### src/core/cip_map.svh
// Register map, field positions and timing constants of the interrupt priority controller.
// Assumes inclusion by the package and by the controller module only.
// Notes on behaviour
// - Compact table maps NMI, high, normal to 1,2,3
// - Protected write needs key within four instructions
// - Protected write without unlock is ignored
// - Base select and compact bits need unlock
// - Round-robin bit writes directly
// - Base select chooses after or at boot
// - Base select ignored when all memory boots
// - Fixed priority or round-robin among normal requests
// - NMI active flag set in handler, cleared on return
// - High active flag held through NMI preemption
// - Normal active flag held through any preemption
// - Return restores exactly the previous level
// - Priority pointer readable, writable, steers normal order
// - Elevated vector zero disables high level
// - Pointer vector lowest, next vector highest
// - Round-robin writes acknowledged vector into pointer
// - High preempts normal; NMI ignores enable, unpreemptable
`ifndef CIP_MAP_SVH
`define CIP_MAP_SVH
`define CIP_NVEC        32
`define CIP_IDX_CTRL    2'h0
`define CIP_IDX_STAT    2'h1
`define CIP_IDX_PTR     2'h2
`define CIP_IDX_ELEV    2'h3
`define CIP_ADR_HI      4'h0
`define CIP_B_BASE      6
`define CIP_B_CVT       5
`define CIP_B_RR        0
`define CIP_B_NMIEXE    7
`define CIP_B_HIEXE     1
`define CIP_B_NOEXE     0
`define CIP_RST_BYTE    8'h00
`define CIP_NMI_MASK    32'h0000_0002
`define CIP_CVT_NMI     8'h01
`define CIP_CVT_HIGH    8'h02
`define CIP_CVT_NORM    8'h03
`define CIP_UNLOCK_WIN  3'h4
`endif

### src/core/cip_pkg.sv
// Types shared by the interrupt priority controller and its bench.
// Assumes the map header sits beside it.
`include "cip_map.svh"
package cip_pkg;
    // Level that a presented request would enter.
    typedef enum logic [1:0] {
        CIP_LV_NONE = 2'b00,
        CIP_LV_NORM = 2'b01,
        CIP_LV_HIGH = 2'b10,
        CIP_LV_NMI  = 2'b11
    } cip_lvl_type;
    // Request presented to the processor core.
    typedef struct packed {
        logic        req;
        cip_lvl_type lvl;
        logic [7:0]  vec;
    } cip_req_type;
endpackage

### src/core/cip_ctrl.sv
// Interrupt priority controller: arbitration, level tracking, Wishbone registers.
// Assumes requests, enable and core strobes come from logic on core_clk.
//
// Our own choice: register access over Wishbone.
`timescale 1ns/1ps
`default_nettype none
`include "cip_map.svh"
module cip_ctrl (
    // Clock and reset
    input  wire logic             core_clk,
    input  wire logic             rst_b,
    // Wishbone slave, 8-bit registers in the low lane
    input  wire logic             wb_cyc_i,
    input  wire logic             wb_stb_i,
    input  wire logic             wb_we_i,
    input  wire logic [7:0]       wb_adr_i,
    input  wire logic [3:0]       wb_sel_i,
    input  wire logic [31:0]      wb_dat_i,
    output logic      [31:0]      wb_dat_o,
    output logic                  wb_ack_o,
    // Interrupt sources and global enable
    input  wire logic [31:0]      irq_req,
    input  wire logic             gie,
    // Processor core side
    input  wire logic             int_ack,
    input  wire logic             ret_pulse,
    input  wire logic             unlock_key_pulse,
    input  wire logic             instr_retire,
    input  wire logic             boot_all,
    output cip_pkg::cip_req_type  core_req,
    output logic                  vector_base_boot
);
    import cip_pkg::*;

    logic        rr_r, cvt_r, base_r;
    logic        nmi_act_r, hi_act_r, no_act_r;
    logic [7:0]  ptr_r, elev_r;
    logic [2:0]  unlock_cnt_r;
    cip_req_type req_r, req_nxt;
    logic        ack_r;
    logic [31:0] dat_r;

    // Rotating scan: vector ptr+1 wins first, ptr itself comes last.
    function automatic logic [5:0] pick(input logic [31:0] p,
                                        input logic [4:0] ptr);
        logic [5:0] r;
        logic [4:0] k;
        r = 6'h00;
        for (int i = `CIP_NVEC; i >= 1; i--) begin
            k = ptr + 5'(i);
            if (p[k]) begin
                r = {1'b1, k};
            end
        end
        return r;
    endfunction

    // Bus decode.
    logic       bus_req, bus_wr, lane0, mapped, prot_ok;
    logic [1:0] idx;
    assign bus_req = wb_cyc_i & wb_stb_i & ~ack_r;
    assign idx     = wb_adr_i[3:2];
    assign mapped  = (wb_adr_i[7:4] == `CIP_ADR_HI);
    assign lane0   = wb_sel_i[0];
    assign bus_wr  = bus_req & wb_we_i & lane0 & mapped;
    assign prot_ok = (unlock_cnt_r != 3'h0);

    // Vector classes. Vector 0 is reset and never requests.
    logic [31:0] hi_hot, nmi_p, norm_p;
    logic [5:0]  nmi_pk, norm_pk;
    logic        hi_p;
    assign hi_hot = (elev_r[7:5] == 3'h0 && elev_r != 8'h00) ?
                    (32'h0000_0001 << elev_r[4:0]) : 32'h0000_0000;
    assign nmi_p  = irq_req & `CIP_NMI_MASK;
    assign norm_p = irq_req & ~`CIP_NMI_MASK & ~hi_hot & ~32'h0000_0001;
    assign hi_p   = |(irq_req & hi_hot & ~`CIP_NMI_MASK);
    assign nmi_pk  = pick(nmi_p, 5'h00);
    assign norm_pk = pick(norm_p, ptr_r[4:0]);

    // Arbitration: NMI ignores the enable and nothing preempts it.
    always_comb begin
        req_nxt = '{req: 1'b0, lvl: CIP_LV_NONE, vec: 8'h00};
        if (nmi_pk[5] && !nmi_act_r) begin
            req_nxt = '{req: 1'b1, lvl: CIP_LV_NMI,
                        vec: cvt_r ? `CIP_CVT_NMI : {3'h0, nmi_pk[4:0]}};
        end else if (gie && !nmi_act_r && hi_p && !hi_act_r) begin
            req_nxt = '{req: 1'b1, lvl: CIP_LV_HIGH,
                        vec: cvt_r ? `CIP_CVT_HIGH : elev_r};
        end else if (gie && !nmi_act_r && !hi_act_r && !no_act_r && norm_pk[5]) begin
            req_nxt = '{req: 1'b1, lvl: CIP_LV_NORM,
                        vec: cvt_r ? `CIP_CVT_NORM : {3'h0, norm_pk[4:0]}};
        end
    end

    // Presented request; dropped for one cycle after each acknowledge.
    // The raw vector is kept so round-robin sees it even in compact mode.
    logic [7:0] raw_r;
    logic       took;
    assign took = int_ack & req_r.req;
    always_ff @(posedge core_clk or negedge rst_b) begin
        if (!rst_b) begin
            req_r <= '{req: 1'b0, lvl: CIP_LV_NONE, vec: 8'h00};
            raw_r <= 8'h00;
        end else if (took) begin
            req_r <= '{req: 1'b0, lvl: CIP_LV_NONE, vec: 8'h00};
        end else begin
            req_r <= req_nxt;
            raw_r <= {3'h0, (req_nxt.lvl == CIP_LV_NMI) ? nmi_pk[4:0] : norm_pk[4:0]};
        end
    end
    assign core_req = req_r;

    // Level flags: return clears the innermost level, acknowledge enters one.
    always_ff @(posedge core_clk or negedge rst_b) begin
        if (!rst_b) begin
            nmi_act_r <= 1'b0;
            hi_act_r  <= 1'b0;
            no_act_r  <= 1'b0;
        end else begin
            if (ret_pulse) begin
                if (nmi_act_r) begin
                    nmi_act_r <= 1'b0;
                end else if (hi_act_r) begin
                    hi_act_r <= 1'b0;
                end else begin
                    no_act_r <= 1'b0;
                end
            end
            if (took) begin
                unique case (req_r.lvl)
                    CIP_LV_NMI:  nmi_act_r <= 1'b1;
                    CIP_LV_HIGH: hi_act_r  <= 1'b1;
                    CIP_LV_NORM: no_act_r  <= 1'b1;
                    CIP_LV_NONE: ;
                endcase
            end
        end
    end

    // Unlock window, counted in retired instructions; a fresh key restarts it.
    always_ff @(posedge core_clk or negedge rst_b) begin
        if (!rst_b) begin
            unlock_cnt_r <= 3'h0;
        end else if (unlock_key_pulse) begin
            unlock_cnt_r <= `CIP_UNLOCK_WIN;
        end else if (bus_wr && idx == `CIP_IDX_CTRL) begin
            unlock_cnt_r <= 3'h0;
        end else if (instr_retire && prot_ok) begin
            unlock_cnt_r <= unlock_cnt_r - 3'h1;
        end
    end

    // Control register: round-robin is open, base and compact are guarded.
    always_ff @(posedge core_clk or negedge rst_b) begin
        if (!rst_b) begin
            rr_r   <= 1'b0;
            cvt_r  <= 1'b0;
            base_r <= 1'b0;
        end else if (bus_wr && idx == `CIP_IDX_CTRL) begin
            rr_r <= wb_dat_i[`CIP_B_RR];
            if (prot_ok) begin
                cvt_r  <= wb_dat_i[`CIP_B_CVT];
                base_r <= wb_dat_i[`CIP_B_BASE];
            end
        end
    end

    // Pointer: software writes it; round-robin overwrites it on acknowledge.
    // A hardware update in the same cycle wins over the software write.
    always_ff @(posedge core_clk or negedge rst_b) begin
        if (!rst_b) begin
            ptr_r <= `CIP_RST_BYTE;
        end else if (took && rr_r && req_r.lvl == CIP_LV_NORM) begin
            ptr_r <= raw_r;
        end else if (bus_wr && idx == `CIP_IDX_PTR) begin
            ptr_r <= wb_dat_i[7:0];
        end
    end

    // Elevated vector number.
    always_ff @(posedge core_clk or negedge rst_b) begin
        if (!rst_b) begin
            elev_r <= `CIP_RST_BYTE;
        end else if (bus_wr && idx == `CIP_IDX_ELEV) begin
            elev_r <= wb_dat_i[7:0];
        end
    end

    // Effective vector base; a boot-only memory forces the default.
    always_ff @(posedge core_clk or negedge rst_b) begin
        if (!rst_b) begin
            vector_base_boot <= 1'b0;
        end else begin
            vector_base_boot <= base_r & ~boot_all;
        end
    end

    // Bus answer: one wait state, unmapped reads give zero.
    logic [7:0] rd;
    always_comb begin
        rd = 8'h00;
        unique case (idx)
            `CIP_IDX_CTRL: begin
                rd[`CIP_B_BASE] = base_r;
                rd[`CIP_B_CVT]  = cvt_r;
                rd[`CIP_B_RR]   = rr_r;
            end
            `CIP_IDX_STAT: begin
                rd[`CIP_B_NMIEXE] = nmi_act_r;
                rd[`CIP_B_HIEXE]  = hi_act_r;
                rd[`CIP_B_NOEXE]  = no_act_r;
            end
            `CIP_IDX_PTR:  rd = ptr_r;
            `CIP_IDX_ELEV: rd = elev_r;
        endcase
    end
    always_ff @(posedge core_clk or negedge rst_b) begin
        if (!rst_b) begin
            ack_r <= 1'b0;
            dat_r <= 32'h0000_0000;
        end else begin
            ack_r <= bus_req;
            dat_r <= (bus_req && mapped) ? {24'h00_0000, rd} : 32'h0000_0000;
        end
    end
    assign wb_ack_o = ack_r;
    assign wb_dat_o = dat_r;

    // Checks.
    AST_CVT_NORM: assert property (@(posedge core_clk) disable iff (!rst_b)
        (req_r.req && cvt_r && req_r.lvl == CIP_LV_NORM) |-> req_r.vec == `CIP_CVT_NORM)
        else $error("compact normal vector not 3");
    AST_WIN_LOAD: assert property (@(posedge core_clk) disable iff (!rst_b)
        unlock_key_pulse |=> unlock_cnt_r == `CIP_UNLOCK_WIN)
        else $error("unlock window not four");
    AST_LOCKED: assert property (@(posedge core_clk) disable iff (!rst_b)
        (bus_wr && idx == `CIP_IDX_CTRL && !prot_ok) |=> $stable(cvt_r) && $stable(base_r))
        else $error("guarded bit changed while locked");
    AST_RR_OPEN: assert property (@(posedge core_clk) disable iff (!rst_b)
        (bus_wr && idx == `CIP_IDX_CTRL) |=> rr_r == $past(wb_dat_i[`CIP_B_RR]))
        else $error("round-robin write lost");
    AST_BASE: assert property (@(posedge core_clk) disable iff (!rst_b)
        boot_all ##1 boot_all |-> !vector_base_boot)
        else $error("base select honoured in all-boot memory");
    AST_NMI_RET: assert property (@(posedge core_clk) disable iff (!rst_b)
        (ret_pulse && nmi_act_r && !took) |=> !nmi_act_r && $stable(hi_act_r))
        else $error("return did not end NMI level alone");
    AST_NMI_BLOCK: assert property (@(posedge core_clk) disable iff (!rst_b)
        nmi_act_r [*2] |-> !(req_r.req && req_r.lvl != CIP_LV_NMI))
        else $error("request presented inside NMI handler");
    AST_RR_PTR: assert property (@(posedge core_clk) disable iff (!rst_b)
        (took && rr_r && req_r.lvl == CIP_LV_NORM) |=> ptr_r == $past(raw_r))
        else $error("pointer not updated on acknowledge");
    AST_ELEV_OFF: assert property (@(posedge core_clk) disable iff (!rst_b)
        (elev_r == 8'h00) [*2] |-> !(req_r.req && req_r.lvl == CIP_LV_HIGH))
        else $error("high level active with no elevated vector");

    // Compact table checks; the raw vector must never leak through in compact mode.
    AST_CVT_NMI: assert property (@(posedge core_clk) disable iff (!rst_b)
        (req_r.req && cvt_r && req_r.lvl == CIP_LV_NMI) |-> req_r.vec == `CIP_CVT_NMI)
        else $error("compact NMI vector not 1");
    AST_CVT_HIGH: assert property (@(posedge core_clk) disable iff (!rst_b)
        (req_r.req && cvt_r && req_r.lvl == CIP_LV_HIGH) |-> req_r.vec == `CIP_CVT_HIGH)
        else $error("compact high vector not 2");

    // Protection checks: an open window lets the guarded bits through, a control write shuts it.
    AST_GUARD_OPEN: assert property (@(posedge core_clk) disable iff (!rst_b)
        (bus_wr && idx == `CIP_IDX_CTRL && prot_ok) |=>
            cvt_r == $past(wb_dat_i[`CIP_B_CVT]) && base_r == $past(wb_dat_i[`CIP_B_BASE]))
        else $error("unlocked write to guarded bits lost");
    AST_WIN_SHUT: assert property (@(posedge core_clk) disable iff (!rst_b)
        (bus_wr && idx == `CIP_IDX_CTRL && !unlock_key_pulse) |=> !prot_ok)
        else $error("unlock window stayed open after a control write");
    AST_WIN_STEP: assert property (@(posedge core_clk) disable iff (!rst_b)
        (instr_retire && prot_ok && !unlock_key_pulse && !(bus_wr && idx == `CIP_IDX_CTRL))
            |=> unlock_cnt_r == $past(unlock_cnt_r) - 3'h1)
        else $error("unlock window not counted down per instruction");
    AST_BASE_SEL: assert property (@(posedge core_clk) disable iff (!rst_b)
        !boot_all |=> vector_base_boot == $past(base_r))
        else $error("vector base does not follow base select");

    // Level tracking checks: acknowledge enters a level, return leaves only the innermost.
    AST_NMI_SET: assert property (@(posedge core_clk) disable iff (!rst_b)
        (took && req_r.lvl == CIP_LV_NMI) |=> nmi_act_r)
        else $error("NMI level not entered on acknowledge");
    AST_HI_SET: assert property (@(posedge core_clk) disable iff (!rst_b)
        (took && req_r.lvl == CIP_LV_HIGH) |=> hi_act_r)
        else $error("high level not entered on acknowledge");
    AST_NO_SET: assert property (@(posedge core_clk) disable iff (!rst_b)
        (took && req_r.lvl == CIP_LV_NORM) |=> no_act_r)
        else $error("normal level not entered on acknowledge");
    AST_HI_RET: assert property (@(posedge core_clk) disable iff (!rst_b)
        (ret_pulse && !nmi_act_r && hi_act_r && !took) |=> !hi_act_r && $stable(no_act_r))
        else $error("return did not end high level alone");
    AST_NO_RET: assert property (@(posedge core_clk) disable iff (!rst_b)
        (ret_pulse && !nmi_act_r && !hi_act_r && !took) |=> !no_act_r)
        else $error("return did not end normal level");
    AST_FLAG_HOLD: assert property (@(posedge core_clk) disable iff (!rst_b)
        (!ret_pulse && !took) |=> $stable(nmi_act_r) && $stable(hi_act_r) && $stable(no_act_r))
        else $error("level flags moved without acknowledge or return");

    // Presentation checks: who may be offered to the core while a level runs.
    AST_NORM_BLOCK: assert property (@(posedge core_clk) disable iff (!rst_b)
        (nmi_act_r || hi_act_r || no_act_r) [*2] |-> !(req_r.req && req_r.lvl == CIP_LV_NORM))
        else $error("normal request presented inside a handler");
    AST_HI_BLOCK: assert property (@(posedge core_clk) disable iff (!rst_b)
        (nmi_act_r || hi_act_r) [*2] |-> !(req_r.req && req_r.lvl == CIP_LV_HIGH))
        else $error("high request presented inside a high or NMI handler");
    AST_GIE_OFF: assert property (@(posedge core_clk) disable iff (!rst_b)
        (!gie) [*2] |-> !(req_r.req && req_r.lvl != CIP_LV_NMI))
        else $error("maskable request presented with interrupts disabled");
    AST_ONE_DROP: assert property (@(posedge core_clk) disable iff (!rst_b)
        took |=> !req_r.req)
        else $error("request not dropped after acknowledge");

    // Pointer checks: fixed mode leaves it to software, software writes land.
    AST_FIX_PTR: assert property (@(posedge core_clk) disable iff (!rst_b)
        (took && !rr_r && !(bus_wr && idx == `CIP_IDX_PTR)) |=> $stable(ptr_r))
        else $error("pointer moved by hardware in fixed mode");
    AST_PTR_WRITE: assert property (@(posedge core_clk) disable iff (!rst_b)
        (bus_wr && idx == `CIP_IDX_PTR && !(took && rr_r && req_r.lvl == CIP_LV_NORM))
            |=> ptr_r == $past(wb_dat_i[7:0]))
        else $error("pointer write lost");
endmodule // cip_ctrl
`default_nettype wire

### config.mk
export PLATFORM = sky130hd
export DESIGN_NAME = cip_ctrl
export DESIGN_NICKNAME = d
export VERILOG_FILES = /design/src/core/cip_pkg.sv /design/src/core/cip_ctrl.sv
export VERILOG_INCLUDE_DIRS = /design/src /design/src/core
export SDC_FILE = /design/constraint.sdc
export NUM_CORES = 1
export LEC_CHECK = 0
export ABC_CLOCK_PERIOD_IN_PS = 5100
export CAP_MARGIN = 20
export CORE_ASPECT_RATIO = 1.1
export CORE_UTILIZATION = 35
export DETAILED_ROUTE_END_ITERATION = 12
export DONT_BUFFER_PORTS = 1
export HOLD_SLACK_MARGIN = 0.08
export SYNTH_ARGS = -nofsm -noshare
export SYNTH_HDL_FRONTEND = slang
export SYNTH_SLANG_ARGS = --single-unit
### constraint.sdc
create_clock -name core_clk -period 5.1 [get_ports core_clk]
set_input_delay 0.255 -clock core_clk [delete_from_list [all_inputs] [get_ports core_clk]]
set_output_delay 0.255 -clock core_clk [all_outputs]
set_load 0.005 [all_outputs]
### Word-level counts from Yosys, hierarchy flattened

Index checks and enable logic that the tools add are counted.

* $mul: 0
* add/subtract/negate cells: 32
* order comparisons: 32
* shifts and indexed selects: 1
* bitwise operators: 12
* muxes and demuxes: 129
* div/mod/pow operators: 0
* eq/ne operators: 7
* reductions and logical operators: 27

Operators with widths (number)
* $mux W6: 33
* $lt A5 B6 Y1 const B: 32
* $bmux W1 S5: 32
* $add A5 B5 Y5 const B: 16
* $and A32 B32 Y32: 2
* $mux W1: 44
* $mux W11: 4
* $add A5 B4 Y5 const B: 8
* $mux W32: 1
* $mux W8: 4
* $not A32 Y32: 1
* $shl A1 B5 Y32 const A: 1
* $reduce_or A31 Y1: 1
* $add A5 B3 Y5 const B: 4
* $logic_and A1 B1 Y1: 15
* $mux W5: 3
* $add A5 B2 Y5 const B: 2
* $eq A2 B2 Y1 const B: 5
* $mux W3: 3
* $reduce_bool A8 Y1: 1
* $and A1 B1 Y1: 7
* $pmux W1 S3: 2
* $pmux W2 S3: 1
* $pmux W3 S2: 1
* 12 further kinds: 17

* flip-flop bits (word level): 51
* word-level logic and storage cells: 256
* ROM bits: 0
* input port bits: 87
* latch bits: 0
* RAM bits: 0
* output and inout bits: 45
* memories: 0

### Depth between registers and ports, before layout

Gate-level depths: netlist of run 1.

* word-level depth: 45
* depth in mapped cells: 20
* mapped depth without buffers: 13

### Least setup slack after synthesis of run 1

Ideal clock, no wire load.

* path kind: flip-flop to flip-flop
* start point: register ptr_r[0]
* end point: register req_r, in the netlist core_req[1]
* arrival: 5116 ps
* buffers on the path: 7
* stages on the path, launching flop included: 21
* data required time: 4968 ps
* setup time: 132 ps
* slack: -148 ps
* clock period less this slack: 5248 ps
* path through: dfrtp_1 -> inv_1 -> clkbuf_1 -> buf_1 -> clkbuf_1 -> ha_1 -> clkbuf_1 -> clkbuf_1 -> clkbuf_1 -> mux4_2 -> o41ai_1 -> nand2b_1 -> o211a_1 -> nor3_1 -> a21o_1 -> clkbuf_1 -> or3_1 -> a211o_1 -> o22a_1 -> nand4b_1 -> or3b_1

* cells in the longest elaborated chain, start to end: 39
* elaborated cells on any way between the ends: 133
* classes of those cells: add/sub: 31; mux: 101; reduce/logical: 1

Ends and longest elaborated chain
* start, declared: RTL line cip_ctrl.sv:37 `logic [7:0] ptr_r, elev_r;`
* start signal, assigned: RTL line cip_ctrl.sv:172 `` ptr_r <= `CIP_RST_BYTE; ``
* start signal, assigned: RTL line cip_ctrl.sv:174 `ptr_r <= raw_r;`
* start signal, assigned: RTL line cip_ctrl.sv:176 `ptr_r <= wb_dat_i[7:0];`
* $add A5 B5 Y5 or $bmux W1 S5 (tied branches): RTL line cip_ctrl.sv:50, cip_ctrl.sv:51
* $bmux W1 S5 or $mux W1 (tied branches): RTL line cip_ctrl.sv:51 `if (p[k]) begin`
* $mux W1 (not written as such) or $mux W6 (tied branches): RTL line cip_ctrl.sv:51
* $mux W6 (30 in series): RTL line cip_ctrl.sv:51
* $mux W6 *: RTL line cip_ctrl.sv:51
* $mux W5 or $logic_and A1 B1 Y1 (tied branches): RTL line cip_ctrl.sv:91, cip_ctrl.sv:89
* $mux W11 *: RTL line cip_ctrl.sv:89 `end else if (gie && !nmi_act_r && !hi_act_r && !no_act_r && norm_pk[5]) begin`
* $mux W11 *: RTL line cip_ctrl.sv:86 `end else if (gie && !nmi_act_r && hi_p && !hi_act_r) begin`
* $mux W11 *: RTL line cip_ctrl.sv:83 `if (nmi_pk[5] && !nmi_act_r) begin`
* $mux W11 *: RTL line cip_ctrl.sv:104 `end else if (took) begin`
* end signal, assigned: RTL line cip_ctrl.sv:102 `req_r <= '{req: 1'b0, lvl: CIP_LV_NONE, vec: 8'h00};`
* end signal, assigned: RTL line cip_ctrl.sv:105 `req_r <= '{req: 1'b0, lvl: CIP_LV_NONE, vec: 8'h00};`
* end signal, assigned: RTL line cip_ctrl.sv:107 `req_r <= req_nxt;`
* end, declared: RTL line cip_ctrl.sv:39 `cip_req_type req_r, req_nxt;`

Mark *: on every way between the ends. The rest lies on a longest branch, timed or not. The select of a mux whose other input is x is not followed.
A chain may end at the register's enable or synchronous reset.

### Worst setup path after layout of run 1

* start point: register ptr_r[1]
* end point: register req_r, in the netlist core_req[0]

Same word-level chain as after synthesis.

==> flow_metrics.tcl, run 1 <==
set metrics [dict create \
    status "finished clean" \
    cts_num_sinks 51 \
    critPathLaunchType "flip-flop" \
    critPathKind "reg -> reg" \
    hold_viol 0 \
    worstReg2RegStart "ptr_r[1]$_DFFE_PN0P_" \
    mostFrequentLayoutCells "nor2_1, nand2_1, buf_4" \
    dominantRegCellSynth "dfrtp_1" \
    finalClockSkew_ns 0.00694 \
    portBuffers 0 \
    stdcell_area_mm2 0.0103 \
    grt-ovfl-total 0 \
    final.min_clock_period_ns 4.93 \
    cap_viol_max_count 0 \
    worst-endpoint-required_ns 5.28 \
    nNetsFinal 1323 \
    viasPerCell 6.69 \
    mappedNetlistArea_mm2 0.00919 \
    vias 10500 \
    wl_met2_um 18100 \
    cellPowerDensity_mw_per_mm2 300 \
    grt_pass1_vias 9799 \
    setup_violations 0 \
    coreArea_mm2 0.0256 \
    fmax_mhz 203 \
    layout_setup_ws_ns 0.173 \
    synth-edff-count 0 \
    power_mw 3.10 \
    crit_path_end_kind "flip-flop" \
    die_area_mm2 0.0269 \
    placed_area_mm2 0.0101 \
    wl_met1_um 15900 \
    rsz0062_at_grt "no" \
    drt_first_pass_iters 5 \
    p_clk_share_pct 11.8 \
    drive_gt1_share_pct 16.8 \
    post-route-period-util_pct 96.6 \
    p_seq_share_pct 15.9 \
    antenna_cells 0 \
    relSlewSlack_pct 15.5 \
    cts_tree "built" \
    tns_ns 0 \
    clk_pin_slew_ns 0.07 \
    grt_start_max_net_pins 80 \
    synthCells 1180 \
    cp_max_fo 38 \
    cts-htree-levels 2 \
    utilization_pct 40.5 \
    final_max_slew_viol_count 0 \
    start_util_pct 35.9 \
    async_flop_share_pct 100 \
    hold_path.class "in -> reg" \
    hold_slack_ns 0.0808 \
    vdd_drop_max_mv 0.201 \
    crit_start "ptr_r[1]$_DFFE_PN0P_" \
    row_count 61 \
    fin_cells 1568 \
    tritoncts.num_buffers 5 \
    power.internal_mw 1.52 \
    dieHeight_um 172 \
    final_common_cell "nor2_1" \
    area_growth_pct 12.6 \
    ios 132 \
    syn_area_per_cell_um2 7.79 \
    place_inst 1557 \
    highest_layer "met4" \
    pre_cts_ws_ns 0.130 \
    cts_root_buf "clkbuf_16" \
    synth_seq_cells 51 \
    dp_hpwl_um 32000 \
    grt_pass1_wl_um 60700 \
    hp-start "ret_pulse" \
    ys_warn_count 0 \
    drt_wl_total_um 40300 \
    route.detailed.drc 0 \
    yosys.cell_types.count 90 \
    power.leakage_nw 3.86 \
    worstPathArrival_ns 5.11 \
    wl_met3_um 3930 \
    dieWidth_um 157 \
    antenna_found_initial 0 \
    ys_seq_area_share_pct 13.9 \
    grt_usage_pct 30.2 \
    wl_per_cell_um 25.7 \
    p_switching_mw 1.58 \
    cts_buffer_depth 2 \
    insertion_delay_ns 0.29 \
    drtIter0Drc 1065 \
    worstMarginPinSlew_ns 1.25 \
    combinationalPowerShare_pct 72.2 \
    switching_share_pct 51.1 \
    gp_congestion 0.999 \
    ant_nets 0 \
]
-- power groups by stage --
stage / Clock (mW) / Combinational [mW] / Sequential [mW]
after global placement: 0 / 2.14 / 0.502
final: 0.367 / 2.24 / 0.494
after CTS: 0.373 / 2.16 / 0.494
after global routing: 0.388 / 2.38 / 0.499
after floorplan: 0 / 1.41 / 0.482
after detailed placement: 0 / 2.14 / 0.501
-- kinds of logic after synthesis --
| family | count (synthesis) | share of synthesized area [%] |
|---|---|---|
| buf+inv | 124 | 6.29 |
| flops | 51 | 13.9 |
| other cells | 1 | 0.0408 |
| compound gates | 394 | 31.3 |
| mux | 133 | 19.6 |
| xor+xnor | 46 | 4.38 |
| simple gates | 417 | 22.6 |
| fa+ha+maj | 14 | 1.91 |
-- path summary, 6_finish.rpt --
kind / slack (ns) / cells after the start / to
worst max-delay path: 0.17 / 13 / core_req[0]$_DFF_PN0_
worst min-delay path: 0.08 / 1 / nmi_act_r$_DFF_PN0_
worst max register to register: 0.17 / 13 / core_req[0]$_DFF_PN0_
worst min register to register: 0.48 / 1 / raw_r[4]$_DFFE_PN0N_
max in group asynchronous: 4.38 / 2 / ptr_r[1]$_DFFE_PN0P_
min in group asynchronous: 0.48 / 2 / core_req[5]$_DFF_PN0_
-- area by class of cell --
type,instances,area [µm²]
Multi-Input combinational cell,1031,7490
Timing Repair Buffer,110,901
Inverter,23,86.3
Sequential cell,51,1280
Clock inverter,1,30.0
Tap cell,346,433
Fill cell,2614,15200
Clock buffer,6,129
-- worst max-delay path, cell delays in order (launching register included) --
cell and delay, ns:
dfrtp_2 0.35, buf_4 0.53, ha_1 0.52, a21oi_1 0.15, xnor2_1 0.22, o21ai_0 1.02, nand3_1 0.48, nand3_1 0.18
a221oi_1 0.09, or4b_1 0.50, a211oi_2 0.20, a21oi_1 0.09, buf_4 0.17, o41ai_2 0.29
-- routing by layer --
metal | vias up | GRT usage [%]
met5 | - | 0
met4 | 0 | 16.6
met3 | 141 | 5.04
met2 | 624 | 48.8
met1 | 5048 | 38.4
li1 | 4671 | -
-- state kept, by name (all words and copies together) (netlist names) --
name,flops
cvt_r,1
rr_r,1
elev_r,8
unlock_cnt_r,3
raw_r,5
no_act_r,1
wb_dat_o,8
nmi_act_r,1
hi_act_r,1
core_req,11
base_r,1
vector_base_boot,1
wb_ack_o,1
ptr_r,8
-- repair_timing --
item	in CTS	in global routing
hold buffers	4	0
gates resized for setup	0	5
endpoints found under the hold margin	54	0
endpoints found under the setup margin	0	3
setup buffers	0	0
-- synth_stat cells, types with 8 or more instances --
cell	instances	area [µm²]
xor2_1	8	70.1
nor4_1	18	113
nor3_1	42	210
o22a_1	10	87.6
nand2_1	102	383
nand3_1	36	180
ha_1	14	175
o221ai_1	10	87.6
o21ai_1	12	60.1
dfrtp_1	51	1280
mux2_2	29	327
a22o_1	10	87.6
a31oi_1	14	87.6
inv_1	19	71.3
o31ai_1	23	173
o21ai_0	57	285
clkbuf_1	62	233
a22oi_1	19	143
o22ai_1	16	100
a311oi_1	12	105
nand2b_1	13	81.3
o21a_1	18	135
and2_1	18	113
nor2_1	107	402
a211oi_1	24	180
o211ai_1	18	135
mux4_2	34	766
nand4_1	15	93.8
xnor2_1	38	333
mux2i_1	68	681
and3_1	10	62.6
o2111ai_1	10	87.6
buf_4	24	180
a2111oi_0	13	114
a21oi_1	48	240
No activity file was read; power rests on OpenSTA's default activity.
==> inputs of run 2 (changes only) <==
==> constraint.sdc (replaced) <==
create_clock -name core_clk -period 5.1 [get_ports core_clk]
set_input_delay 0.765 -clock core_clk [delete_from_list [all_inputs] [get_ports core_clk]]
set_output_delay 0.765 -clock core_clk [all_outputs]
set_load 0.005 [all_outputs]
==> run 2 against run 1 <==
Effect of this change: sequential cell count unchanged; clock power decreased by 6.8%; via count decreased by 0.11%; critical endpoint is now core_req[1]$_DFF_PN0_; largest power group unchanged; highest routed layer unchanged.
==> flow_metrics.tcl, run 2 (synthesized netlist as in run 1, its figures left out) <==
set metrics [dict create \
    grt_usage_pct 29.4 \
    coreArea_mm2 0.0256 \
    mostFrequentLayoutCells "nor2_1, nand2_1, buf_4" \
    clk_pin_slew_ns 0.06 \
    drt_first_pass_iters 6 \
    cellPowerDensity_mw_per_mm2 297 \
    combinationalPowerShare_pct 72.5 \
    start_util_pct 35.9 \
    dp_hpwl_um 31400 \
    drt_wl_total_um 39800 \
    tns_ns 0 \
    worstPathArrival_ns 5.07 \
    grt_pass1_wl_um 59700 \
    pre_cts_ws_ns 0.204 \
    worstMarginPinSlew_ns 1.09 \
    r2r-end "core_req[1]$_DFF_PN0_" \
    cts_tree "built" \
    antenna_found_initial 1 \
    gp_congestion 1.02 \
    final_max_slew_viol_count 0 \
    largest_reg_flops 11 \
    p_switching_mw 1.56 \
    rrSetupSlack_ns 0.18 \
    final.min_clock_period_ns 4.92 \
    regArea_mm2 0.00128 \
    grt_pass1_vias 9856 \
    nNetsFinal 1313 \
    fmax_mhz 203 \
    stdcell_area_mm2 0.0102 \
    multiInputGateArea_mm2 0.00746 \
    placed_area_mm2 0.0100 \
    layout_setup_ws_ns 0.184 \
    cts_buffer_depth 2 \
    wl_per_cell_um 25.5 \
    vias 10500 \
    cts_root_buf "clkbuf_16" \
    drive_gt1_share_pct 16.5 \
    num-fill-cells 2613 \
    setup_violations 0 \
    route.detailed.drc 0 \
    tritoncts.num_buffers 5 \
    relSlewSlack_pct 26.4 \
    switching_share_pct 51.4 \
    grt-ovfl-total 0 \
    drtIter0Drc 1252 \
    power.internal_mw 1.47 \
    finalClockSkew_ns 0.00488 \
    hold_viol 0 \
    vdd_drop_max_mv 0.210 \
    post-route-period-util_pct 96.4 \
    dieHeight_um 172 \
    dieWidth_um 157 \
    ant_nets 0 \
    worstReg2RegStart "elev_r[5]$_DFFE_PN0P_" \
    rsz0062_at_grt "no" \
    critPathLaunchType "flip-flop" \
    cts-htree-levels 2 \
    hold_buffers 0 \
    area_growth_pct 11.0 \
    die_area_mm2 0.0269 \
    crit_path_end_kind "flip-flop" \
    grt_start_max_net_pins 80 \
    critPathKind "reg -> reg" \
    portBuffers 0 \
    cts_num_sinks 51 \
    p_seq_share_pct 16.2 \
    ctsResizeCount 0 \
    power.leakage_nw 3.76 \
    p_clk_share_pct 11.3 \
    insertion_delay_ns 0.28 \
    worst-endpoint-required_ns 5.26 \
    final_common_cell "nor2_1" \
    row_count 61 \
    ios 132 \
    cap_viol_max_count 0 \
    viasPerCell 6.71 \
    cp_max_fo 28 \
    cts_setup_buffers 0 \
    hold_path.class "in -> async" \
    status "finished clean" \
    reg2reg_depth 12 \
]
[run 2: through the flow]
stage / cells / hold WS, ns / util [%] / power, mW
finish: 1560 / 0.171 / 39.9 / 3.03
global placement: 1550 / 0.464 / 39.1 / 2.61
floorplan: 1206 / 0.449 / - / 1.89
CTS: 1559 / 0.164 / 39.8 / 2.97
global route: 1559 / 0.159 / 39.9 / 3.19
detailed placement: 1551 / 0.470 / 39.2 / 2.61
[run 2: per-layer routing]
metal / vias up / share of wire, % / GRT usage [%]
met5: - / 0 / 0
met4: 0 / 5.2 / 15.2
met3: 125 / 9.4 / 4.16
met2: 668 / 46 / 48.5
met1: 5025 / 40 / 37.4
li1: 4654 / - / -
[run 2: layout make-up]
| type | count | area share (%) |
|---|---|---|
| sequential | 51 | 12.5 |
| inverter | 23 | 0.847 |
| clock buffer | 8 | 1.53 |
| antenna | 1 | 0.0245 |
| tap | 346 | 4.24 |
| multi-input combinational | 1031 | 73.2 |
| timing repair buffer | 100 | 7.62 |
[run 2: worst max-delay path by stage]
stage	from	to	slack (ns)	cells past startpoint
after floorplan	ptr_r[1]$_DFFE_PN0P_	core_req[1]$_DFF_PN0_	0.04	19
after global placement	elev_r[5]$_DFFE_PN0P_	core_req[1]$_DFF_PN0_	0.25	12
after global routing	elev_r[5]$_DFFE_PN0P_	raw_r[3]$_DFFE_PN0N_	0.005	13
after CTS	elev_r[5]$_DFFE_PN0P_	core_req[1]$_DFF_PN0_	0.19	12
final	elev_r[5]$_DFFE_PN0P_	core_req[1]$_DFF_PN0_	0.18	12
after detailed placement	elev_r[5]$_DFFE_PN0P_	core_req[1]$_DFF_PN0_	0.20	12
[run 2: power by group through the flow]
stage	clock, mW	combinational [mW]	sequential (mW)
5_1_grt	0.367	2.33	0.498
6_report	0.342	2.20	0.493
3_3_place_gp	0	2.11	0.499
4_1_cts	0.353	2.12	0.493
2_1_floorplan	0	1.41	0.482
3_5_place_dp	0	2.12	0.500
[run 2: critical path, cell delays in order, from the launching register on]
cell and delay [ns]:
dfrtp_1 0.43, or4b_1 0.59, buf_12 0.20, o311ai_1 0.43, o21ai_0 0.23, mux4_2 0.64, a22o_1 0.29, nor4_2 0.38
and4_1 0.36, nand4_1 0.31, o211ai_2 0.38, nand4b_1 0.15, or3b_1 0.36
